**config.mk**
```make
export PLATFORM = sky130hd
export DESIGN_NAME = opsc_ctrl
export DESIGN_NICKNAME = d
export VERILOG_FILES = /design/src/opsc_pkg.sv /design/src/opsc_ctrl.sv
export VERILOG_INCLUDE_DIRS = /design/src
export SDC_FILE = /design/constraint.sdc
export NUM_CORES = 1
export LEC_CHECK = 0
export BUFFER_PORTS_ARGS = -buffer_cell sky130_fd_sc_hd__buf_2
export CAP_MARGIN = 20
export CORE_ASPECT_RATIO = 1.2
export CORE_MARGIN = 4
export CORE_UTILIZATION = 50
export DETAILED_ROUTE_END_ITERATION = 16
export GPL_ROUTABILITY_DRIVEN = 0
export PLACE_DENSITY_LB_ADDON = 0.12
export SLEW_MARGIN = 10
export SYNTH_ARGS = -nofsm -noshare
export SYNTH_HDL_FRONTEND = slang
export SYNTH_SLANG_ARGS = --single-unit
```
**constraint.sdc**
```tcl
create_clock -name hclk -period 2.5 [get_ports hclk]
set_input_delay 0 -clock hclk [delete_from_list [all_inputs] [get_ports hclk]]
set_output_delay 0 -clock hclk [all_outputs]
set_load 0.005 [all_outputs]
```
**src/opsc_map.svh**
```systemverilog
// Register offsets, field positions, reset values and counts of the oscillator and PLL control.
`ifndef OPSC_MAP_SVH
`define OPSC_MAP_SVH

// Word offsets on the register bus.
`define OPSC_MAIN_OSC_CTRL_OFS 8'h00
`define OPSC_MAIN_FREQ_OFS 8'h04
`define OPSC_PLL_A_CTRL_OFS 8'h08
`define OPSC_PLL_B_CTRL_OFS 8'h0C
`define OPSC_POWER_STATUS_OFS 8'h10
`define OPSC_IRQ_MASK_OFS 8'h14

// Fields of the main oscillator control register.
`define OPSC_MOR_EN_BIT 0
`define OPSC_MOR_BYP_BIT 1
`define OPSC_MOR_SEL_BIT 2
`define OPSC_MOR_CNT_LSB 8
`define OPSC_MOR_CNT_W 8

// Fields of the frequency register.
`define OPSC_MCF_CNT_LSB 0
`define OPSC_MCF_CNT_W 16
`define OPSC_MCF_DONE_BIT 16

// Fields of each PLL control register.
`define OPSC_PLL_DIV_LSB 0
`define OPSC_PLL_DIV_W 8
`define OPSC_PLL_CNT_LSB 8
`define OPSC_PLL_CNT_W 6
`define OPSC_PLL_MUL_LSB 16
`define OPSC_PLL_MUL_W 11

// Status and mask bit positions.
`define OPSC_ST_STABLE_BIT 0
`define OPSC_ST_LOCK_A_BIT 1
`define OPSC_ST_LOCK_B_BIT 2
`define OPSC_ST_W 3

// Reset values.
`define OPSC_MOR_RESET 32'h0000_0000
`define OPSC_PLL_RESET 32'h0000_0000
`define OPSC_MASK_RESET 3'h0

// Timing counts in slow-clock periods.
`define OPSC_OSC_PRESCALE 8
`define OPSC_FREQ_PERIODS 16

`endif

```
**src/opsc_pkg.sv**
```systemverilog
// Types shared by the oscillator and PLL control.
package opsc_pkg;
    `include "opsc_map.svh"

    // Settings of one divider-and-PLL block, as handed to the analog loop.
    typedef struct packed {
        logic [`OPSC_PLL_MUL_W-1:0] gain;
        logic [`OPSC_PLL_CNT_W-1:0] lock_count;
        logic [`OPSC_PLL_DIV_W-1:0] prescale;
    } opsc_pll_ctrl_t;

    // Phases of the main-clock frequency measurement.
    typedef enum logic [1:0] {
        FM_IDLE,
        FM_WAIT,
        FM_COUNT,
        FM_DONE
    } opsc_freq_state_t;
endpackage

```
**src/opsc_ctrl.sv**
```systemverilog
// Oscillator start-up, frequency measurement and PLL lock control behind an AHB-Lite slave.
//
// The register addresses and the AHB-Lite register port were chosen for this implementation.
`timescale 1ns/10ps
`include "opsc_map.svh"

// Notes on behaviour
// Reset: oscillator off, slow clock selected.
// Clearing enable clears stable flag immediately.
// Software loads start-up count covering crystal start.
// Enable write clears stable, counts down slow/8.
// Start-up count field is eight bits.
// Count zero sets stable; maskable interrupt.
// Measurement starts at next slow rising edge.
// Sixteenth slow falling edge stops, sets done.
// External clock: software sets bypass, clears enable.
// Divider accepts every ratio 1 to 255.
// Ratio zero holds divider and PLL high.
// Every prescale ratio resets to zero.
// Output frequency is source times (gain+1)/ratio.
// Gain zero disables PLL; nonzero re-enables.
// Parameter write clears lock, reloads lock counter.
// Lock counter counts slow cycles, sets lock.
// Software programs lock count covering settling.
// Two independent PLL outputs, A and B.
// Software writes bit 29 set in PLL A.
// Masked stable and lock flags form one request.
module opsc_ctrl
    import opsc_pkg::*;
#(
    parameter int CNT_W = `OPSC_MOR_CNT_W,
    parameter int FREQ_W = `OPSC_MCF_CNT_W
) (
    input wire logic hclk,
    input wire logic hresetn,
    input wire logic hsel,
    input wire logic [31:0] haddr,
    input wire logic [1:0] htrans,
    input wire logic hwrite,
    input wire logic [2:0] hsize,
    input wire logic [31:0] hwdata,
    input wire logic hready,
    output logic hreadyout,
    output logic hresp,
    output logic [31:0] hrdata,
    input wire logic low_rate_clock,
    input wire logic main_osc_clock,
    output logic main_osc_enable,
    output logic osc_bypass_a,
    output logic main_clock_select,
    output opsc_pll_ctrl_t pll_a_setting,
    output opsc_pll_ctrl_t pll_b_setting,
    output logic pll_a_clock,
    output logic pll_b_clock,
    output logic irq
);

    // The start-up count must fit its register field and the frequency count its word.
    if (CNT_W != `OPSC_MOR_CNT_W || FREQ_W < 8 || FREQ_W > 16) begin : g_bad_param
        $error("opsc_ctrl: unsupported CNT_W or FREQ_W");
    end

    // Bus bookkeeping.
    logic wr_pend_ff;
    logic [7:0] wr_addr_ff;
    logic [31:0] hrdata_ff;
    logic addr_phase;
    logic wr_now;

    // Oscillator state.
    logic osc_en_ff;
    logic osc_byp_ff;
    logic main_sel_ff;
    logic [CNT_W-1:0] osc_cnt_load_ff;
    logic [CNT_W-1:0] osc_cnt_ff;
    logic [2:0] osc_pre_ff;
    logic osc_run_ff;
    logic osc_stable_ff;

    // Slow and main clock edge detection.
    logic slow_q_ff;
    logic main_q_ff;
    logic slow_rise;
    logic slow_fall;
    logic main_rise;

    // Frequency measurement.
    opsc_freq_state_t fm_state_ff;
    logic [FREQ_W-1:0] freq_cnt_ff;
    logic [4:0] fall_cnt_ff;

    // Per-PLL state.
    opsc_pll_ctrl_t pll_ctrl_ff [2];
    logic [`OPSC_PLL_CNT_W-1:0] lock_cnt_ff [2];
    logic locked_ff [2];
    logic [`OPSC_PLL_DIV_W-1:0] div_cnt_ff [2];
    logic pll_clk_ff [2];
    logic pll_wr [2];

    logic [`OPSC_ST_W-1:0] mask_ff;
    logic [`OPSC_ST_W-1:0] status;
    logic [31:0] rd_mux;

    // The slave never inserts wait states, so a transfer finishes in its first data cycle.
    assign hreadyout = 1'b1;
    assign hresp = 1'b0;
    assign hrdata = hrdata_ff;
    assign addr_phase = hsel && hready && htrans[1];
    assign wr_now = wr_pend_ff;

    // Inputs arrive synchronous to hclk, so one stage is enough to see their edges.
    assign slow_rise = low_rate_clock && !slow_q_ff;
    assign slow_fall = !low_rate_clock && slow_q_ff;
    assign main_rise = main_osc_clock && !main_q_ff;

    always_ff @(posedge hclk or negedge hresetn) begin
        if (!hresetn) begin
            slow_q_ff <= 1'b0;
            main_q_ff <= 1'b0;
        end else begin
            slow_q_ff <= low_rate_clock;
            main_q_ff <= main_osc_clock;
        end
    end

    // Write address is held for the data phase; read data is fetched in the address phase.
    always_ff @(posedge hclk or negedge hresetn) begin
        if (!hresetn) begin
            wr_pend_ff <= 1'b0;
            wr_addr_ff <= 8'h00;
            hrdata_ff <= 32'h0000_0000;
        end else begin
            wr_pend_ff <= addr_phase && hwrite;
            if (addr_phase) begin
                wr_addr_ff <= {haddr[7:2], 2'b00};
            end
            if (addr_phase && !hwrite) begin
                hrdata_ff <= rd_mux;
            end
        end
    end

    assign status = {locked_ff[1], locked_ff[0], osc_stable_ff};

    // Read mux; unmapped words read as zero.
    always_comb begin
        rd_mux = 32'h0000_0000;
        case ({haddr[7:2], 2'b00})
            `OPSC_MAIN_OSC_CTRL_OFS: begin
                rd_mux[`OPSC_MOR_EN_BIT] = osc_en_ff;
                rd_mux[`OPSC_MOR_BYP_BIT] = osc_byp_ff;
                rd_mux[`OPSC_MOR_SEL_BIT] = main_sel_ff;
                rd_mux[`OPSC_MOR_CNT_LSB +: CNT_W] = osc_cnt_load_ff;
            end
            `OPSC_MAIN_FREQ_OFS: begin
                rd_mux[`OPSC_MCF_CNT_LSB +: FREQ_W] = freq_cnt_ff;
                rd_mux[`OPSC_MCF_DONE_BIT] = (fm_state_ff == FM_DONE);
            end
            `OPSC_PLL_A_CTRL_OFS: begin
                rd_mux[`OPSC_PLL_DIV_LSB +: `OPSC_PLL_DIV_W] = pll_ctrl_ff[0].prescale;
                rd_mux[`OPSC_PLL_CNT_LSB +: `OPSC_PLL_CNT_W] = pll_ctrl_ff[0].lock_count;
                rd_mux[`OPSC_PLL_MUL_LSB +: `OPSC_PLL_MUL_W] = pll_ctrl_ff[0].gain;
            end
            `OPSC_PLL_B_CTRL_OFS: begin
                rd_mux[`OPSC_PLL_DIV_LSB +: `OPSC_PLL_DIV_W] = pll_ctrl_ff[1].prescale;
                rd_mux[`OPSC_PLL_CNT_LSB +: `OPSC_PLL_CNT_W] = pll_ctrl_ff[1].lock_count;
                rd_mux[`OPSC_PLL_MUL_LSB +: `OPSC_PLL_MUL_W] = pll_ctrl_ff[1].gain;
            end
            `OPSC_POWER_STATUS_OFS: begin
                rd_mux[`OPSC_ST_W-1:0] = status;
            end
            `OPSC_IRQ_MASK_OFS: begin
                rd_mux[`OPSC_ST_W-1:0] = mask_ff;
            end
            default: begin
                rd_mux = 32'h0000_0000;
            end
        endcase
    end

    // Oscillator control fields; reset leaves the oscillator off and the slow clock in use.
    always_ff @(posedge hclk or negedge hresetn) begin
        if (!hresetn) begin
            osc_en_ff <= 1'(`OPSC_MOR_RESET >> `OPSC_MOR_EN_BIT);
            osc_byp_ff <= 1'b0;
            main_sel_ff <= 1'b0;
            osc_cnt_load_ff <= '0;
            mask_ff <= `OPSC_MASK_RESET;
        end else begin
            if (wr_now && wr_addr_ff == `OPSC_MAIN_OSC_CTRL_OFS) begin
                osc_en_ff <= hwdata[`OPSC_MOR_EN_BIT];
                osc_byp_ff <= hwdata[`OPSC_MOR_BYP_BIT];
                main_sel_ff <= hwdata[`OPSC_MOR_SEL_BIT];
                osc_cnt_load_ff <= hwdata[`OPSC_MOR_CNT_LSB +: CNT_W];
            end
            if (wr_now && wr_addr_ff == `OPSC_IRQ_MASK_OFS) begin
                mask_ff <= hwdata[`OPSC_ST_W-1:0];
            end
        end
    end

    // Start-up countdown, one step per eight slow-clock periods.
    always_ff @(posedge hclk or negedge hresetn) begin
        if (!hresetn) begin
            osc_cnt_ff <= '0;
            osc_pre_ff <= 3'h0;
            osc_run_ff <= 1'b0;
            osc_stable_ff <= 1'b0;
        end else if (wr_now && wr_addr_ff == `OPSC_MAIN_OSC_CTRL_OFS) begin
            // Any write restarts the wait; a write with enable low just turns it off.
            osc_cnt_ff <= hwdata[`OPSC_MOR_CNT_LSB +: CNT_W];
            osc_pre_ff <= 3'h0;
            osc_run_ff <= hwdata[`OPSC_MOR_EN_BIT];
            osc_stable_ff <= 1'b0;
        end else if (osc_run_ff && slow_rise) begin
            osc_pre_ff <= osc_pre_ff + 3'h1;
            if (osc_pre_ff == 3'(`OPSC_OSC_PRESCALE - 1)) begin
                if (osc_cnt_ff <= CNT_W'(1)) begin
                    osc_cnt_ff <= '0;
                    osc_run_ff <= 1'b0;
                    osc_stable_ff <= 1'b1;
                end else begin
                    osc_cnt_ff <= osc_cnt_ff - CNT_W'(1);
                end
            end
        end
    end

    // Frequency measurement: wait a slow rising edge, count to the sixteenth falling edge.
    always_ff @(posedge hclk or negedge hresetn) begin
        if (!hresetn) begin
            fm_state_ff <= FM_IDLE;
            freq_cnt_ff <= '0;
            fall_cnt_ff <= 5'h00;
        end else if (!osc_stable_ff) begin
            fm_state_ff <= FM_IDLE;
        end else begin
            case (fm_state_ff)
                FM_IDLE: begin
                    freq_cnt_ff <= '0;
                    fall_cnt_ff <= 5'h00;
                    fm_state_ff <= FM_WAIT;
                end
                FM_WAIT: begin
                    if (slow_rise) begin
                        fm_state_ff <= FM_COUNT;
                    end
                end
                FM_COUNT: begin
                    if (main_rise) begin
                        freq_cnt_ff <= freq_cnt_ff + FREQ_W'(1);
                    end
                    if (slow_fall) begin
                        fall_cnt_ff <= fall_cnt_ff + 5'h01;
                        if (fall_cnt_ff == 5'(`OPSC_FREQ_PERIODS - 1)) begin
                            fm_state_ff <= FM_DONE;
                        end
                    end
                end
                FM_DONE: begin
                    fm_state_ff <= FM_DONE;
                end
                default: begin
                    fm_state_ff <= FM_IDLE;
                end
            endcase
        end
    end

    // Two identical divider-and-PLL blocks, each with its own lock counter.
    for (genvar p = 0; p < 2; p++) begin : g_pll
        assign pll_wr[p] = wr_now && (wr_addr_ff == ((p == 0) ? `OPSC_PLL_A_CTRL_OFS
                                                              : `OPSC_PLL_B_CTRL_OFS));

        // Settings register; the prescale ratio resets to zero so no input clock runs.
        always_ff @(posedge hclk or negedge hresetn) begin
            if (!hresetn) begin
                pll_ctrl_ff[p] <= opsc_pll_ctrl_t'(`OPSC_PLL_RESET);
            end else if (pll_wr[p]) begin
                pll_ctrl_ff[p].prescale <= hwdata[`OPSC_PLL_DIV_LSB +: `OPSC_PLL_DIV_W];
                pll_ctrl_ff[p].lock_count <= hwdata[`OPSC_PLL_CNT_LSB +: `OPSC_PLL_CNT_W];
                pll_ctrl_ff[p].gain <= hwdata[`OPSC_PLL_MUL_LSB +: `OPSC_PLL_MUL_W];
            end
        end

        // Lock counter; a disabled loop never reports lock.
        always_ff @(posedge hclk or negedge hresetn) begin
            if (!hresetn) begin
                lock_cnt_ff[p] <= '0;
                locked_ff[p] <= 1'b0;
            end else if (pll_wr[p]) begin
                lock_cnt_ff[p] <= hwdata[`OPSC_PLL_CNT_LSB +: `OPSC_PLL_CNT_W];
                locked_ff[p] <= 1'b0;
            end else if (pll_ctrl_ff[p].gain == '0) begin
                locked_ff[p] <= 1'b0;
            end else if (!locked_ff[p] && slow_rise) begin
                if (lock_cnt_ff[p] <= `OPSC_PLL_CNT_W'(1)) begin
                    lock_cnt_ff[p] <= '0;
                    locked_ff[p] <= 1'b1;
                end else begin
                    lock_cnt_ff[p] <= lock_cnt_ff[p] - `OPSC_PLL_CNT_W'(1);
                end
            end
        end

        // Input divider from the main clock; the multiply itself is done by the analog loop.
        always_ff @(posedge hclk or negedge hresetn) begin
            if (!hresetn) begin
                div_cnt_ff[p] <= '0;
                pll_clk_ff[p] <= 1'b1;
            end else if (pll_ctrl_ff[p].prescale == '0) begin
                div_cnt_ff[p] <= '0;
                pll_clk_ff[p] <= 1'b1;
            end else if (pll_ctrl_ff[p].gain == '0) begin
                div_cnt_ff[p] <= '0;
                pll_clk_ff[p] <= 1'b0;
            end else if (pll_ctrl_ff[p].prescale == `OPSC_PLL_DIV_W'(1)) begin
                pll_clk_ff[p] <= main_osc_clock;
            end else if (main_rise) begin
                // Wraps at the programmed ratio, so every value 2 to 255 divides exactly.
                if (div_cnt_ff[p] >= pll_ctrl_ff[p].prescale - `OPSC_PLL_DIV_W'(1)) begin
                    div_cnt_ff[p] <= '0;
                    pll_clk_ff[p] <= 1'b1;
                end else begin
                    div_cnt_ff[p] <= div_cnt_ff[p] + `OPSC_PLL_DIV_W'(1);
                    pll_clk_ff[p] <= (div_cnt_ff[p] + `OPSC_PLL_DIV_W'(1))
                                     < (pll_ctrl_ff[p].prescale >> 1);
                end
            end
        end
    end

    // Settings go to the analog loops, which scale the divided clock by gain plus one.
    assign pll_a_setting = pll_ctrl_ff[0];
    assign pll_b_setting = pll_ctrl_ff[1];
    assign pll_a_clock = pll_clk_ff[0];
    assign pll_b_clock = pll_clk_ff[1];

    assign main_osc_enable = osc_en_ff;
    assign osc_bypass_a = osc_byp_ff;
    // Switching to the main clock before it is stable would feed a dead clock downstream.
    assign main_clock_select = main_sel_ff && osc_stable_ff;

    // Level request: it follows the flags and drops as soon as no flag is set with its mask bit set.
    assign irq = |(status & mask_ff);

endmodule

```
==> flow_metrics.env <==
export IMPL_p_leak_nw=5.44
export IMPL_synth_ff_type="dfrtp_1"
export IMPL_wirelength_um=27100
export IMPL_cp_max_fo=8
export IMPL_clock_skew_ns=0.0150
export IMPL_period_minus_slack_ns=2.48
export IMPL_maxSlewViolCount=0
export IMPL_rsz0062_at_grt="true"
export IMPL_power_density_mw_per_mm2=731
export IMPL_pre_cts_slack_ns=-0.109
export IMPL_fmax_ghz=0.403
export IMPL_dr_pass1_iters=5
export IMPL_cts_tree="done"
export IMPL_drtIter0Drc=554
export IMPL_crit_type="register to register"
export IMPL_postRouteAntennaNets=0
export IMPL_setup_viol=0
export IMPL_antenna_found_initial=0
export IMPL_maxCapViolations=0
export IMPL_die_width_um=131
export IMPL_final_cell_area_mm2=0.0114
export IMPL_holdCritPathClass="input port to register"
export IMPL_design_die_area_mm2=0.0203
export IMPL_core_region_area_mm2=0.0176
export IMPL_hold_violations=0
export IMPL_rows=53
export IMPL_cts_buffer_depth=2
export IMPL_ios=166
export IMPL_worstSetupStartpointType="register"
export IMPL_vias=8207
export IMPL_cts_root_buffer="clkbuf_16"
export IMPL_synth_edf_count=0
export IMPL_avgRoutedWirePerCell_um=18.9
export IMPL_overflow=0
export IMPL_max_slew_margin_rel_pct=39.2
export IMPL_drc=0
export IMPL_nFillCells=1495
export IMPL_arrival_ns=2.84
export IMPL_final_setup_worst_slack_ns=0.0180
export IMPL_syn_area_mm2=0.00904
export IMPL_cp_required_ns=2.86
export IMPL_cts_inserted_buffers=17
export IMPL_period_share_pct=99.3
export IMPL_clkTransAtPathRegs_ns=0.07
export IMPL_finalPower_mw=8.30
export IMPL_via_per_inst=5.74
export IMPL_grt_pass1_wl_um=42700
export IMPL_synth_async_reset_ratio_pct=100
export IMPL_die_h_um=155
export IMPL_hpwl_um=19500
export IMPL_cts_sinks=168
export IMPL_worst_slew_pin_slew_ns=0.906
export IMPL_ys_seq_area_share_pct=46.5
export IMPL_instances_no_fill=1430
export IMPL_grt_usage_pct=27.0
export IMPL_ys_ff_latch=168
export IMPL_worst_setup_path_end_kind="register"
export IMPL_ir_drop_mv=0.537
export IMPL_grt_pass1_vias=8021
export IMPL_drive_gt1_share_pct=23.0
export IMPL_placed_cell_area_mm2=0.0103
export IMPL_h_tree_depth=4
export IMPL_grt_max_degree=79
export IMPL_initial_utilization_pct=51.2
export IMPL_worstSkewPairLatency_ns=0.43
export IMPL_yosys_warnings=0
export IMPL_final_nets=1320
export IMPL_synthDistinctLibCells=73
export IMPL_dp_cells=1361
export IMPL_syn_to_final_growth_pct=25.6
export IMPL_port_buffers=123
export IMPL_diodes=0
export IMPL_syn_inst=995
export IMPL_avgSynthCellArea_um2=9.09
export IMPL_run_status="finished, final reports clean"
[registers in the layout, indices dropped and copies added, names as in the netlist]
name,count
div_cnt_ff,16
fall_cnt_ff,5
fm_state_ff,2
freq_cnt_ff,16
hrdata,27
lock_cnt_ff,12
locked_ff,2
main_osc_enable,1
main_q_ff,1
main_sel_ff,1
mask_ff,3
osc_bypass_a,1
osc_cnt_ff,8
osc_cnt_load_ff,8
osc_pre_ff,3
osc_run_ff,1
osc_stable_ff,1
pll_a_clock,1
pll_a_setting,25
pll_b_clock,1
pll_b_setting,25
slow_q_ff,1
wr_addr_ff,6
wr_now,1
[path summary, 6_finish.rpt]
path | start | to | slack, ns | cells past startpoint
min in group asynchronous | hresetn | div_cnt_ff[5] | 0.19 | 2
min | htrans[1] | wr_now | 0.12 | 3
max in group asynchronous | hresetn | hrdata[14] | 1.57 | 3
max reg2reg | pll_a_setting[1] | div_cnt_ff[8] | 0.02 | 12
max | pll_a_setting[1] | div_cnt_ff[8] | 0.02 | 12
min reg2reg | hrdata[3] | hrdata[3] | 0.48 | 2
[through the flow]
step	hold WS, ns	TNS [ns]	utilization (%)
floorplan	-0.296	-0.000823	-
global placement	0.0939	-0.0215	58.3
detailed placement	0.0970	-0.464	58.3
CTS	0.0922	-0.00178	63.6
global route	0.138	-1.06	64.4
finish	0.118	0	64.4
[cell type report]
type	count	area, um^2	area share [%]
Clock buffer	18	439	3.87
Clock inverter	14	136	1.20
Inverter	37	139	1.22
Multi-Input combinational cell	753	4660	41.1
Sequential cell	168	4210	37.1
Tap cell	220	275	2.42
Timing Repair Buffer	220	1490	13.1
[what timing repair did]
| action | CTS | global route |
|---|---|---|
| endpoints found under the hold margin | 168 | 0 |
| buffers inserted | 0 | 2 |
| hold buffers | 35 | 0 |
| setup endpoints to repair | 13 | 18 |
| resized for setup | 6 | 30 |
| pin swaps | 2 | 16 |
[cells in the final DEF, fill, tap and decap left out, types with 6 or more instances in the layout]
master | netlist | routed
nand3_1 | 25 | 25
o21ai_0 | 60 | 56
inv_1 | 37 | 35
xnor2_1 | 22 | 21
clkbuf_16 | 0 | 17
a21oi_1 | 26 | 23
mux2i_1 | 6 | 6
dlygate4sd3_1 | 0 | 35
buf_4 | 10 | 58
and3_1 | 13 | 11
nor2_1 | 71 | 71
mux2_2 | 11 | 11
a22oi_1 | 7 | 7
nand4_1 | 10 | 10
nor3_1 | 32 | 28
or3_1 | 9 | 9
a221oi_1 | 21 | 21
a22o_1 | 8 | 8
nand2b_1 | 9 | 7
buf_2 | 10 | 122
nor2b_1 | 14 | 14
xor2_1 | 8 | 8
conb_1 | 2 | 7
ha_1 | 47 | 43
inv_6 | 0 | 6
nand2_1 | 244 | 241
dfrtp_1 | 166 | 163
o211ai_1 | 12 | 12
[per-layer routing]
layer / vias up / global-route usage [%] / routed length, um
met4: 0 / 12.2 / 1010
li1: 3886 / - / -
met2: 272 / 44.1 / 13400
met3: 57 / 4.67 / 1480
met5: - / 0 / 0
met1: 3992 / 35.0 / 11200
[report_power, final]
group / switching, mW / total, mW / leakage, nW / internal, mW
Sequential: 0.500 / 3.67 / 1.94 / 3.17
Clock: 1.19 / 2.61 / 0.280 / 1.42
Combinational: 1.07 / 2.02 / 3.22 / 0.952
Total: 2.76 / 8.30 / 5.44 / 5.54
[Yosys cell counts (8+ instances only)]
library cell  count  area (um^2)
nor3_1           32          160
xor2_1            8         70.1
mux2_2           11          124
xnor2_1          22          193
o21ai_0          60          300
o211ai_1         12         90.1
a221oi_1         21          184
ha_1             47          588
nand2b_1          9         56.3
a22o_1            8         70.1
or3_1             9         56.3
dfrtp_1         166         4150
buf_2            10         50.1
nand4_1          10         62.6
nor2_1           71          267
inv_1            37          139
a21oi_1          26          130
nand3_1          25          125
buf_4            10         75.1
clkbuf_1         18         67.6
nor2b_1          14         87.6
nand2_1         244          916
and3_1           13         81.3
[cell families (layout without fill, tap and decap cells)]
group                      count (synthesis)  count (layout)  synth area share (%)
and+or+nand+nor                          465             465                  23.4
AOI/OAI and AO/OA                        187             187                  14.6
DFF                                      168             168                  46.5
buffers and inverters                     79             289                  3.93
adders and majority gates                 47              47                  6.51
xor gates and xnor gates                  30              30                  2.91
muxes                                     17              17                  2.03
other                                      2               7                0.0831
[worst max-delay path, stage by stage (launching register included)]
cell	delay (ns)
dfrtp_1	0.43
inv_2	0.09
ha_4	0.14
nand2_4	0.06
nor4_4	0.22
xnor2_1	0.11
ha_1	0.32
and3_4	0.16
a221o_1	0.34
a31oi_4	0.19
buf_12	0.14
nand2_1	0.06
o21ai_1	0.16
Power figures use the tool's default switching activity.
